[src/verilog/dsw_map.svh]
// Constants for the serial write front end: frame layout, reset values, timing.
// Assumes inclusion by bare name; definitions only.
`ifndef DSW_MAP_SVH
`define DSW_MAP_SVH
`define DSW_FRAME_BITS 16
`define DSW_CODE_BITS 10
`define DSW_MODE_HI_POS 13
`define DSW_MODE_LO_POS 12
`define DSW_CODE_MSB 11
`define DSW_CODE_LSB 2
`define DSW_CODE_RESET 10'h000
`define DSW_CODE_FULL 10'h3ff
`define DSW_MODE_RESET 2'h0
`define DSW_SYNC_HIGH_NS 33
`endif

[src/verilog/dsw_pkg.sv]
// Types for the serial write front end.
// Assumes nothing of its surroundings.
package dsw_pkg;
   typedef enum logic [1:0] {
      DSW_MODE_NORMAL = 2'h0,
      DSW_MODE_PD_1K = 2'h1,
      DSW_MODE_PD_100K = 2'h2,
      DSW_MODE_PD_HIZ = 2'h3
   } dsw_mode_t;
   typedef enum logic [1:0] {
      DSW_IDLE,
      DSW_SHIFT,
      DSW_DONE
   } dsw_state_t;
endpackage : dsw_pkg

[src/verilog/dsw_frontend.sv]
// Serial write front end of a 10-bit voltage DAC: shift register, code and mode registers.
// Assumes serial pins come from outside the clk_sys domain and are far slower than clk_sys.
//
// What this block does
// Frames assemble in a sixteen-bit shift register before anything executes.
// Data bits are sampled on falling edges of the serial clock.
// Bits are accepted only while active-low frame select is low.
// After the sixteenth falling edge, code and mode registers update.
// Frame select rising early aborts: shift cleared, code and mode kept.
// Code is 10-bit straight binary, zero to all ones.
// Word order MSB first: two ignored, two mode, ten code, two ignored.
// Mode 00 normal, 01 1k, 10 100k, 11 high-Z; code loaded from the frame in every mode.
// Reset loads zero code, held until a complete valid frame.
// Master must raise and lower frame select before the next frame.
// After execution, further clock edges ignored until select goes high then low.
`timescale 1ns/1ps
`include "dsw_map.svh"

module dsw_frontend
   import dsw_pkg::*;
#(
   parameter int FRAME_BITS = `DSW_FRAME_BITS,
   parameter int CODE_BITS = `DSW_CODE_BITS
) (
   input wire logic clk_sys,
   input wire logic srst,
   input wire logic frame_sel_n,
   input wire logic serial_clk,
   input wire logic serial_din,
   output logic [CODE_BITS-1:0] dac_code,
   output dsw_mode_t dac_mode,
   output logic mode_bit_high,
   output logic mode_bit_low,
   output logic update_pulse,
   output logic abort_pulse
);

   localparam int CNT_W = $clog2(FRAME_BITS + 1);
   localparam int PIN_SEL = 0;
   localparam int PIN_CLK = 1;
   localparam int PIN_DIN = 2;
   localparam int PIN_COUNT = 3;
   localparam logic [PIN_COUNT-1:0] PIN_RESET = 3'h1;

   // ----------------------------------------
   // Field decoders
   // ----------------------------------------
   function automatic dsw_mode_t mode_of(
      input logic [FRAME_BITS-1:0] w
   );
      mode_of = dsw_mode_t'({w[`DSW_MODE_HI_POS], w[`DSW_MODE_LO_POS]});
   endfunction : mode_of

   function automatic logic [CODE_BITS-1:0] code_of(
      input logic [FRAME_BITS-1:0] w
   );
      code_of = CODE_BITS'(w[`DSW_CODE_MSB:`DSW_CODE_LSB]);
   endfunction : code_of

   // ----------------------------------------
   // Pin synchronisers
   // ----------------------------------------
   logic [PIN_COUNT-1:0] pin_raw;
   logic [PIN_COUNT-1:0] pin_sync;
   logic [PIN_COUNT-1:0] pin_prev;

   assign pin_raw[PIN_SEL] = frame_sel_n;
   assign pin_raw[PIN_CLK] = serial_clk;
   assign pin_raw[PIN_DIN] = serial_din;

   for (genvar g = 0; g < PIN_COUNT; g++) begin : g_pin
      logic meta_q;
      logic sync_q;
      logic prev_q;

      always_ff @(posedge clk_sys) begin
         if (srst) begin
            meta_q <= PIN_RESET[g];
         end else begin
            meta_q <= pin_raw[g];
         end
      end

      always_ff @(posedge clk_sys) begin
         if (srst) begin
            sync_q <= PIN_RESET[g];
         end else begin
            sync_q <= meta_q;
         end
      end

      always_ff @(posedge clk_sys) begin
         if (srst) begin
            prev_q <= PIN_RESET[g];
         end else begin
            prev_q <= sync_q;
         end
      end

      assign pin_sync[g] = sync_q;
      assign pin_prev[g] = prev_q;
   end

   logic sel_n_s;
   logic sel_prev;
   logic sclk_s;
   logic sclk_prev;
   logic din_s;
   logic sel_fall;
   logic sclk_fall;

   assign sel_n_s = pin_sync[PIN_SEL];
   assign sel_prev = pin_prev[PIN_SEL];
   assign sclk_s = pin_sync[PIN_CLK];
   assign sclk_prev = pin_prev[PIN_CLK];
   assign din_s = pin_sync[PIN_DIN];

   assign sel_fall = sel_prev & ~sel_n_s;
   assign sclk_fall = sclk_prev & ~sclk_s;

   // ----------------------------------------
   // Frame sequencer
   // ----------------------------------------
   dsw_state_t state_q;
   logic [FRAME_BITS-1:0] shift_q;
   logic [CNT_W-1:0] count_q;
   logic [FRAME_BITS-1:0] word;
   logic last_bit;
   logic frame_start;
   logic frame_abort;
   logic frame_close;
   logic bit_take;
   logic exec;

   assign word = {shift_q[FRAME_BITS-2:0], din_s};
   assign last_bit = (count_q == CNT_W'(FRAME_BITS - 1));
   assign frame_start = (state_q == DSW_IDLE) && sel_fall;
   assign frame_abort = (state_q == DSW_SHIFT) && sel_n_s;
   assign frame_close = (state_q == DSW_DONE) && sel_n_s;
   assign bit_take = (state_q == DSW_SHIFT) && !sel_n_s && sclk_fall;
   assign exec = bit_take && last_bit;

   always_ff @(posedge clk_sys) begin
      if (srst) begin
         state_q <= DSW_IDLE;
      end else begin
         unique case (state_q)
            DSW_IDLE: begin
               if (frame_start) begin
                  state_q <= DSW_SHIFT;
               end
            end
            DSW_SHIFT: begin
               if (frame_abort) begin
                  state_q <= DSW_IDLE;
               end else if (exec) begin
                  state_q <= DSW_DONE;
               end
            end
            DSW_DONE: begin
               if (frame_close) begin
                  state_q <= DSW_IDLE;
               end
            end
            default: begin
               state_q <= DSW_IDLE;
            end
         endcase
      end
   end

   always_ff @(posedge clk_sys) begin
      if (srst) begin
         shift_q <= '0;
      end else if (frame_start || frame_abort) begin
         shift_q <= '0;
      end else if (bit_take) begin
         shift_q <= word;
      end
   end

   always_ff @(posedge clk_sys) begin
      if (srst) begin
         count_q <= '0;
      end else if (frame_start || frame_abort || frame_close) begin
         count_q <= '0;
      end else if (bit_take) begin
         count_q <= count_q + CNT_W'(1);
      end
   end

   // ----------------------------------------
   // Code and mode registers
   // ----------------------------------------
   always_ff @(posedge clk_sys) begin
      if (srst) begin
         dac_code <= `DSW_CODE_RESET;
      end else if (exec) begin
         dac_code <= code_of(word);
      end
   end

   always_ff @(posedge clk_sys) begin
      if (srst) begin
         dac_mode <= dsw_mode_t'(`DSW_MODE_RESET);
      end else if (exec) begin
         dac_mode <= mode_of(word);
      end
   end

   always_ff @(posedge clk_sys) begin
      if (srst) begin
         mode_bit_high <= 1'b0;
      end else if (exec) begin
         mode_bit_high <= word[`DSW_MODE_HI_POS];
      end
   end

   always_ff @(posedge clk_sys) begin
      if (srst) begin
         mode_bit_low <= 1'b0;
      end else if (exec) begin
         mode_bit_low <= word[`DSW_MODE_LO_POS];
      end
   end

   // ----------------------------------------
   // Event pulses
   // ----------------------------------------
   always_ff @(posedge clk_sys) begin
      if (srst) begin
         update_pulse <= 1'b0;
      end else begin
         update_pulse <= exec;
      end
   end

   always_ff @(posedge clk_sys) begin
      if (srst) begin
         abort_pulse <= 1'b0;
      end else begin
         abort_pulse <= frame_abort;
      end
   end

endmodule : dsw_frontend

[config.mk]
export PLATFORM = sky130hd
export DESIGN_NAME = dsw_frontend
export DESIGN_NICKNAME = d
export VERILOG_FILES = /design/src/verilog/dsw_pkg.sv /design/src/verilog/dsw_frontend.sv
export VERILOG_INCLUDE_DIRS = /design/src /design/src/verilog
export SDC_FILE = /design/constraint.sdc
export NUM_CORES = 1
export LEC_CHECK = 0
export BUFFER_PORTS_ARGS = -buffer_cell sky130_fd_sc_hd__buf_2
export CAP_MARGIN = 40
export CORE_UTILIZATION = 55
export CTS_BUF_LIST = sky130_fd_sc_hd__clkbuf_4 sky130_fd_sc_hd__clkbuf_8
export CTS_CLUSTER_DIAMETER = 30
export DETAILED_ROUTE_END_ITERATION = 8
export GPL_TIMING_DRIVEN = 0
export HOLD_SLACK_MARGIN = 0.12
export PLACE_DENSITY = 0.77
export SYNTH_ARGS = -nofsm -noshare
export SYNTH_HDL_FRONTEND = slang
export SYNTH_SLANG_ARGS = --single-unit
[constraint.sdc]
create_clock -name clk_sys -period 3.6 [get_ports clk_sys]
set_input_delay 0.72 -clock clk_sys [delete_from_list [all_inputs] [get_ports clk_sys]]
set_output_delay 0.72 -clock clk_sys [all_outputs]
set_load 0.01 [all_outputs]
After elaboration in Yosys (flattened, before gate mapping):

Cells that the tools add are included.

* bits in registers: 44
* input bits: 5
* output and inout port bits: 16
* word-level logic and storage cells: 46

* add/subtract/negate cells: 1
* equality and inequality tests: 6
* multiplexer cells: 5
* bitwise operators: 4
* reductions and logical operators: 13

Operators by type and width (count)
* $mux W2: 4
* $logic_and A1 B1 Y1: 6
* $pmux W2 S3: 1
* $add A5 B1 Y5 const B: 1
* $eq A5 B4 Y1 const B: 1
* $ne A2 B2 Y1 const B: 2
* $reduce_or A2 Y1: 2
* $ne A3 B3 Y1 const B: 1
* $reduce_and A3 Y1: 1
* $and A1 B1 Y1: 2
* $eq A2 B1 Y1 const B: 1
* $eq A2 B2 Y1 const B: 1
* $logic_not A2 Y1: 1
* $logic_or A1 B1 Y1: 2
* $not A1 Y1: 2
* $logic_not A1 Y1: 1

Depth between registers and ports, before layout:

Gate-level depths: netlist (run 1).

* word-level depth: 7
* gate-level depth with buffers: 7

Least setup slack after synthesis (run 1):

No wires, ideal clock.

* path kind: reg-to-reg
* from: reg count_q[0]
* to: reg dac_code[3]
* setup time: 0.128 ns
* arrival: 1.421 ns
* required time: 3.472 ns
* setup slack: 2.052 ns
* stages on the path, launching flop included: 8
* path buffers: 1
* clock period less this slack: 1.548 ns
* cells stage by stage: dfxtp_1 -> ha_1 -> and3_1 -> ha_1 -> nand4_2 -> buf_6 -> mux2i_1 -> nor2_1

* longest elaborated chain between the ends: 2

Ends and longest elaborated chain
* start: declaration: RTL line dsw_frontend.sv:126 `logic [CNT_W-1:0] count_q;`
* start signal: assignment: RTL line dsw_frontend.sv:188 `count_q <= count_q + CNT_W'(1);`
* $eq A5 B4 Y1: RTL line dsw_frontend.sv:136 `assign last_bit = (count_q == CNT_W'(FRAME_BITS - 1));`
* $logic_and A1 B1 Y1: RTL line dsw_frontend.sv:141 `assign exec = bit_take && last_bit;`
* end signal: assignment: RTL line dsw_frontend.sv:197 `` dac_code <= `DSW_CODE_RESET; ``
* end signal: assignment: RTL line dsw_frontend.sv:199 `dac_code <= code_of(word);`
* end: declaration: RTL line dsw_frontend.sv:30 `output logic [CODE_BITS-1:0] dac_code,`

Every way passes these cells.
A chain may end at the register's enable or synchronous reset.

Worst setup path in the final report (run 1):

* from: reg count_q[0]
* to: reg dac_code[7]

Same word-level chain as after synthesis.

==> qor.yml, run 1 <==
min_from: "g_pin[0].meta_q"
drt-initial-drc-count: 24
grt_max_degree: 13
dpl_worst_slack_ns: 1.86
drc: 0
finalSetupViolCount: 0
fin_crit_ns: 1.74
synth_area_sq_um: 1520
io_buffer_count: 20
worst-path-max-fanout: 10
cpPeakStageDelay_ns: 0.35
crit_required_ns: 3.82
dp_hpwl_um: 1910
drive_gt1_frac: 0.215
min_path_type: "reg -> reg"
cpMostUsedCell: "ha_1"
maxCapViolCount: 0
htree_levels: 2
syn_inst: 159
end_kind: "flop"
pin_count: 21
powerDensity_nw_per_um2: 412
hold_buffers: 0
yosysWarnings: 0
dr.pass1.iters: 4
peakVddDrop_v: 0.000349
grt-ovfl-total: 0
worst_setup_path_start_kind: "flop"
ctsResizeCount: 0
hold_end: "g_pin[0].sync_q"
clock-sinks: 42
cts_tree: "yes"
clk_pin_slew_ns: 0.11
fmax_mhz: 574
grt.total_usage: 0.199
r2r_start: "count_q[0]"
hold_depth: 1
gp_congestion: 0.742
cts_root_buf: "clkbuf_4"
grt_pass1_wl_um: 4040
row_count: 18
tns_ns: 0
rsz0062_at_grt: "false"
slew_violations: 0
area_growth_pct: 12.2
reg2reg_slack_ns: 1.86
ys_ff_latch: 42
avgSynthCellArea_sq_um: 9.58
ant_nets: 0
wl_per_cell_um: 12.1
die_w_um: 54.6
tightest_slew_ns: 0.522
slew_headroom: 0.648
cts_buffers: 5
finClkSkew_ns: 0.0123
post-route-worst-setup-slack_ns: 1.86
worstSkewPairLatency_ns: 0.34
cp.arrival_ns: 1.96
die_y_um: 54.6
antenna_found_initial: 0
yosysSeqAreaShare: 0.552
hold_viol: 0
routed_wl_um: 2610
reg2reg_to: "dac_code[7]"
yosys.cell_types.count: 31
synth_fp_nets: 166
grt_pass1_vias: 938
path_cells: "ha_1 > and3_1 > ha_1 > nand4_2 > buf_6 > mux2i_1 > nor2_1"
dieArea_sq_um: 2980
fin_crit_sh: 0.484
num_antenna_cells: 0
num-nets-final: 193
post_cts_buffers: 0
p_leak_nw: 0.768
status: "finished, final reports clean"
initial_core_util: 0.598
clockBufferDepth: 2
vias: 1129
core_sq_um: 2540
via_per_inst: 5.23
critical_path.slowest_cell: "dfxtp_1"
rr_worst_depth: 7
path_class: "reg -> reg"
## flip-flops by register name, summed over array words and instances, names as in the netlist
name	count
g_pin.sync_q	2
g_pin.prev_q	2
count_q	5
state_q	2
update_pulse	1
dac_mode	2
shift_q	13
g_pin.meta_q	3
din_s	1
dac_code	10
abort_pulse	1
## how the worst max path moves through the flow
stage | start | to | slack (ns) | cells after the start
after floorplan | count_q[0] | dac_code[3] | 2.05 | 7
after global placement | count_q[0] | dac_mode[1] | 1.89 | 7
after detailed placement | count_q[0] | dac_code[7] | 1.86 | 7
after CTS | count_q[0] | dac_code[7] | 1.84 | 7
after global routing | count_q[0] | dac_code[7] | 1.72 | 7
final | count_q[0] | dac_code[7] | 1.86 | 7
## area by class of cell
class | instances | area [sq um]
Inverter | 1 | 3.75
Sequential cell | 42 | 841
Fill cell | 240 | 837
Timing Repair Buffer | 20 | 100
Tap cell | 30 | 37.5
Clock buffer | 5 | 37.5
Buffer | 9 | 57.6
Clock inverter | 2 | 10.0
Multi-Input combinational cell | 107 | 621
## power breakdown
part | total [mW] | switching [mW] | internal [mW]
Clock | 0.213 | 0.142 | 0.0704
Sequential | 0.471 | 0.00267 | 0.469
Combinational | 0.0191 | 0.0116 | 0.00748
Total | 0.703 | 0.157 | 0.547
## routing by layer
| metal | global-route usage | routed length, um | share of wire |
|---|---|---|---|
| met1 | 0.232 | 1190 | 0.46 |
| met2 | 0.331 | 1290 | 0.49 |
| met3 | 0.0667 | 101 | 0.039 |
| met4 | 0.0812 | 27 | 0.010 |
| met5 | 0 | 0 | 0 |
## worst max-delay path, delay by kind of cell (launching register included)
family	cells	cell delay, ns
adders and majority gates	2	0.41
buffers and inverters	1	0.21
DFF	1	0.35
muxes	1	0.21
and+or+nand+nor	3	0.45
## cell families (layout without fill, tap and decap cells)
logic type	Yosys count	after routing	share of synthesized area
flip-flops	42	42	0.552
XOR/XNOR	2	2	0.0115
multiplexers	12	12	0.0789
AO/OA/AOI/OAI	23	23	0.0789
AND/OR/NAND/NOR	68	68	0.222
adder cells (fa/ha/maj)	2	2	0.0164
buffers and inverters	10	37	0.0403
## layout by cell type, fill, tap and decap left out, types with 2 or more instances in the layout
master and instances:
a21oi_1 19, buf_4 4, ha_1 2, o21ai_0 2, clkbuf_1 3, clkinv_2 2
nor2b_1 5, nor2_1 16, nand2_1 28, buf_2 21, nor3b_1 3, and3_1 2
clkbuf_4 5, mux2i_1 12, or2_2 3, dfxtp_1 42
## synthesized netlist by cell type
| cell type | n | area (sq um) |
|---|---|---|
| o21bai_1 | 1 | 7.51 |
| dfxtp_1 | 42 | 841 |
| buf_2 | 1 | 5.00 |
| nand4_2 | 1 | 12.5 |
| nor3_1 | 1 | 5.00 |
| nor3b_1 | 3 | 22.5 |
| or2_2 | 3 | 18.8 |
| nand3_1 | 1 | 5.00 |
| a21oi_1 | 19 | 95.1 |
| o21ai_0 | 2 | 10.0 |
| nand2_1 | 28 | 105 |
| nor2_1 | 16 | 60.1 |
| or2b_1 | 1 | 7.51 |
| and3_1 | 2 | 12.5 |
| xnor2_1 | 1 | 8.76 |
| a211oi_1 | 1 | 7.51 |
| or3_1 | 1 | 6.26 |
| nand4_1 | 1 | 6.26 |
| inv_1 | 1 | 3.75 |
| mux2i_1 | 12 | 120 |
| buf_4 | 4 | 30.0 |
| clkbuf_1 | 3 | 11.3 |
| nor2_2 | 1 | 6.26 |
| nand2b_1 | 1 | 6.26 |
| nand3_2 | 1 | 10.0 |
| xor2_1 | 1 | 8.76 |
| ha_1 | 2 | 25.0 |
| buf_6 | 1 | 11.3 |
| nor4b_1 | 1 | 8.76 |
| nor2b_1 | 5 | 31.3 |
| nor2b_4 | 1 | 13.8 |
## metrics by stage
stage | std cells | total power, mW | util | cell area (sq um) | hold slack, ns
after detailed placement | 209 | 0.501 | 0.652 | 1660 | 0.403
after global placement | 209 | 0.500 | 0.652 | 1660 | 0.391
final | 216 | 0.703 | 0.671 | 1710 | 0.424
after floorplan | 159 | 0.495 | - | 1520 | 0.389
after CTS | 216 | 0.707 | 0.671 | 1710 | 0.431
after global routing | 216 | 0.727 | 0.671 | 1710 | 0.449
Note: power is estimated with default switching activity, not from simulation.
==> run 2, diff against run 1 <==
CORE_UTILIZATION = 52   (was 55)
PLACE_DENSITY = 0.76   (was 0.77)
clock period = 1.45 ns   (was 3.6 ns; I/O delays follow)
==> qor.yml, run 2 (same netlist as run 1, synthesis figures left out) <==
pin_count: 21
num-nets-final: 204
reg2reg_slack_ns: -0.07
wl_per_cell_um: 12.8
grt-ovfl-total: 0
clock-sinks: 42
vias: 1195
antenna_found_initial: 0
slew_headroom: 0.692
finalSetupViolCount: 12
worst-path-max-fanout: 5
crit_buf_inv: 1
htree_levels: 2
hold_viol: 0
post-route-worst-setup-slack_ns: -0.0748
initial_core_util: 0.552
min_path_type: "in -> reg"
fin_crit_ns: 1.52
row_count: 19
grt_max_degree: 14
grt_pass1_wl_um: 4940
tns_ns: -0.363
tightest_slew_ns: 0.463
fin_crit_sh: 1.05
die_y_um: 56.1
reg.largest.list: "shift_q x13, dac_code x10, count_q x5"
final_common_cell: "dfxtp_1"
fmax_mhz: 656
ant_nets: 0
stdcell_area_sq_um: 1920
slew_violations: 0
clockBufferDepth: 2
drt-initial-drc-count: 41
largest_register: "shift_q"
clk_pin_slew_ns: 0.13
cts_buffers: 5
dp_cells: 210
dp_hpwl_um: 1900
largest_reg_flops: 13
gp_congestion: 0.704
routed_wl_um: 2940
drive_gt1_frac: 0.313
drc: 0
finClkSkew_ns: 0.0109
path_class: "reg -> reg"
cpMostUsedCell: "ha_4"
worst_setup_path_start_kind: "flop"
area_growth_pct: 26.0
cts_tree: "yes"
via_per_inst: 5.22
hold_slack_ns: 0.144
critical_path.slowest_cell: "dfxtp_2"
n_fill_cell: 218
grt_pass1_vias: 1128
cts_root_buf: "clkbuf_4"
path_cells: "ha_4 > and3_4 > ha_4 > nand4_4 > buf_8 > mux2i_1 > nor2_1"
dr.pass1.iters: 4
wl_met3_um: 94
p_leak_nw: 0.863
peakVddDrop_v: 0.00111
wl_met1_um: 1280
worstSkewPairLatency_ns: 0.35
grt.total_usage: 0.209
instances_no_fill: 229
power.total_mw: 1.87
crit_required_ns: 1.68
dieArea_sq_um: 3150
layout_common_cells: "37 x dfxtp_1, 28 x nand2_1, 20 x buf_2"
rsz0062_at_grt: "true"
cpPeakStageDelay_ns: 0.36
violations: "setup timing"
num_antenna_cells: 0
powerDensity_nw_per_um2: 974
top_layer_used: "met4"
die_w_um: 56.1
dpl_cell_area_sq_um: 1690
status: "complete, but fails checks"
end_kind: "flop"
dr_wl_met2_um: 1520
io_buffer_count: 20
cp.arrival_ns: 1.76
maxCapViolCount: 0
cp_top_family: "simple AND/OR/NAND/NOR gates"
core_sq_um: 2760
run 2: cell count changes in the layout (fill, tap and decap cells not counted), sizes merged:
| cell | previous run | this run |
|---|---|---|
| inv | 1 | 2 |
| buf | 26 | 33 |
| clkbuf | 8 | 12 |
| clkinv | 2 | 0 |
| dlygate4sd3 | 0 | 2 |
run 2: path summary, 6_finish.rpt:
kind / end / cells after the start / start
setup / recovery: dac_code[9] / 7 / count_q[1]
hold reg to reg: g_pin[0].sync_q / 1 / g_pin[0].meta_q
setup reg to reg: dac_code[9] / 7 / count_q[1]
hold / removal: g_pin[2].meta_q / 2 / serial_din
run 2: metal layers:
| metal | GRT usage | up-vias |
|---|---|---|
| met5 | 0 | - |
| met1 | 0.237 | 572 |
| li1 | - | 602 |
| met3 | 0.0791 | 6 |
| met4 | 0.105 | 0 |
| met2 | 0.342 | 15 |
run 2: metrics by stage:
step | worst slack, ns | utilization
final | -0.0748 | 0.696
after global routing | -0.117 | 0.696
after CTS | -0.0780 | 0.678
after detailed placement | -0.173 | 0.613
after global placement | -0.116 | 0.613
after floorplan | 0.00238 | -
run 2: worst register-to-register path: stages (launching register included):
cell and delay [ns]:
dfxtp_2 0.36, ha_4 0.15, and3_4 0.18, ha_4 0.16, nand4_4 0.14, buf_8 0.15, mux2i_1 0.20, nor2_1 0.07
run 2: timing repair:
item                                   in CTS  in global routing
setup endpoints to repair                  21                 29
resized for setup                           8                  9
endpoints found under the hold margin       1                  1
pin swaps                                   1                  0
hold buffers                                1                  1
buffers inserted                            6                  2
cloned                                      1                  0
run 2: area by class of cell:
| type | instances | area (sq um) | area share |
|---|---|---|---|
| flip-flops and latches | 42 | 847 | 0.441 |
| multi-input cells | 107 | 688 | 0.359 |
| repair buffers | 31 | 209 | 0.109 |
| plain buffers | 9 | 65.1 | 0.0339 |
| clock buffers | 7 | 58.8 | 0.0306 |
| well taps | 31 | 38.8 | 0.0202 |
| clock inverters | 1 | 8.76 | 0.00456 |
| inverters | 1 | 3.75 | 0.00196 |
run 2: where the power goes:
group          internal (mW)  switching [mW]
clock                  0.263           0.376
sequential              1.16         0.00767
combinational         0.0262          0.0326
==> run 3, diff against run 2 <==
CTS_BUF_LIST = sky130_fd_sc_hd__clkbuf_4   (was sky130_fd_sc_hd__clkbuf_4 sky130_fd_sc_hd__clkbuf_8)
==> qor.yml, run 3 (same netlist as run 1, synthesis figures left out) <==
status: "complete, but fails checks"
violations: "setup timing"
grt_pass1_vias: 1128
busiest_layer: "met2"
ant_nets: 0
die_y_um: 56.1
layout_common_cells: "37 x dfxtp_1, 28 x nand2_1, 20 x buf_2"
grt-ovfl-total: 0
rsz0062_at_grt: "true"
dr.pass1.iters: 4
maxCapViolCount: 0
use_met2: 0.342
area_growth_pct: 24.7
powerDensity_nw_per_um2: 956
num-nets-final: 203
path_class: "reg -> reg"
hold_viol: 0
vias: 1191
cp.arrival_ns: 1.75
cts_root_buf: "clkbuf_4"
drive_gt1_frac: 0.310
cts_buffers: 5
routed_wl_um: 2940
worst-path-max-fanout: 5
reg.largest.list: "shift_q x13, dac_code x10, count_q x5"
cts_tree: "yes"
tns_ns: -0.327
n_fill_cell: 221
peakVddDrop_v: 0.00111
slew_violations: 0
min_path_type: "in -> reg"
via_per_inst: 5.22
fmax_mhz: 658
core_sq_um: 2760
slew_headroom: 0.693
io_buffer_count: 20
dp_hpwl_um: 1900
pin_count: 21
antenna_found_initial: 0
initial_core_util: 0.552
num_antenna_cells: 0
worst_setup_path_start_kind: "flop"
finalSetupViolCount: 11
clock-sinks: 42
use_met1: 0.237
largest_reg_flops: 13
grt.total_usage: 0.209
p_leak_nw: 0.853
post-route-worst-setup-slack_ns: -0.0705
clk_pin_slew_ns: 0.13
finClkSkew_ns: 0.0111
drc: 0
worstSkewPairLatency_ns: 0.36
fin_crit_ns: 1.52
grt_max_degree: 14
crit_required_ns: 1.68
fin_crit_sh: 1.05
dieArea_sq_um: 3150
hold_slack_ns: 0.140
htree_levels: 2
drt-initial-drc-count: 53
die_w_um: 56.1
gp_congestion: 0.704
grt_pass1_wl_um: 4940
end_kind: "flop"
final_common_cell: "dfxtp_1"
wl_per_cell_um: 12.9
met3_usage: 0.0791
row_count: 19
clockBufferDepth: 2
tightest_slew_ns: 0.461
largest_register: "shift_q"
==> run 3: layout make-up <==
class | count | area (sq um) | area share
Clock buffer | 6 | 45.0 | 0.0237
Clock inverter | 2 | 12.5 | 0.00659
Inverter | 1 | 3.75 | 0.00198
Sequential cell | 42 | 847 | 0.446
Buffer | 9 | 65.1 | 0.0343
Multi-Input combinational cell | 107 | 688 | 0.362
Tap cell | 31 | 38.8 | 0.0204
Timing Repair Buffer | 30 | 199 | 0.105
==> run 3: worst paths after layout <==
path | startpoint | to | slack, ns | cells past startpoint
max | count_q[1] | dac_code[9] | -0.07 | 7
min | serial_clk | g_pin[1].meta_q | 0.14 | 2
max reg2reg | count_q[1] | dac_code[9] | -0.07 | 7
min reg2reg | g_pin[0].meta_q | g_pin[0].sync_q | 0.42 | 1
==> run 3: routing by layer <==
metal	share of wire	vias up
li1	-	599
met1	0.43	566
met3	0.036	6
met5	0	-
met2	0.51	20
met4	0.016	0
==> run 3: stage by stage <==
| step | instance area [sq um] | worst slack, ns | utilization | std cells | power (mW) |
|---|---|---|---|---|---|
| floorplan | 1550 | 0.00238 | - | 159 | 1.23 |
| global placement | 1690 | -0.116 | 0.613 | 210 | 1.24 |
| detailed placement | 1690 | -0.173 | 0.613 | 210 | 1.25 |
| CTS | 1860 | -0.0780 | 0.675 | 226 | 1.83 |
| global route | 1900 | -0.115 | 0.689 | 228 | 1.90 |
| finish | 1900 | -0.0705 | 0.689 | 228 | 1.82 |
==> run 3: power by group <==
part	switching (mW)	internal [mW]	leakage [nW]
registers	0.00766	1.16	0.341
clock network	0.378	0.210	0.0337
logic	0.0324	0.0244	0.478
==> run 3: critical path, stage by stage, from the launching register on <==
cell and delay, ns:
dfxtp_2 0.36, ha_4 0.15, and3_4 0.18, ha_4 0.16, nand4_4 0.14, buf_8 0.15
mux2i_1 0.20, nor2_1 0.07
==> run 3: repair_timing <==
item,4_1_cts,5_1_grt
hold buffers,1,0
buffers inserted,6,2
gates cloned,1,0
endpoints found under the setup margin,21,29
pin swaps,1,0
resized for setup,8,9
endpoints found under the hold margin,1,0
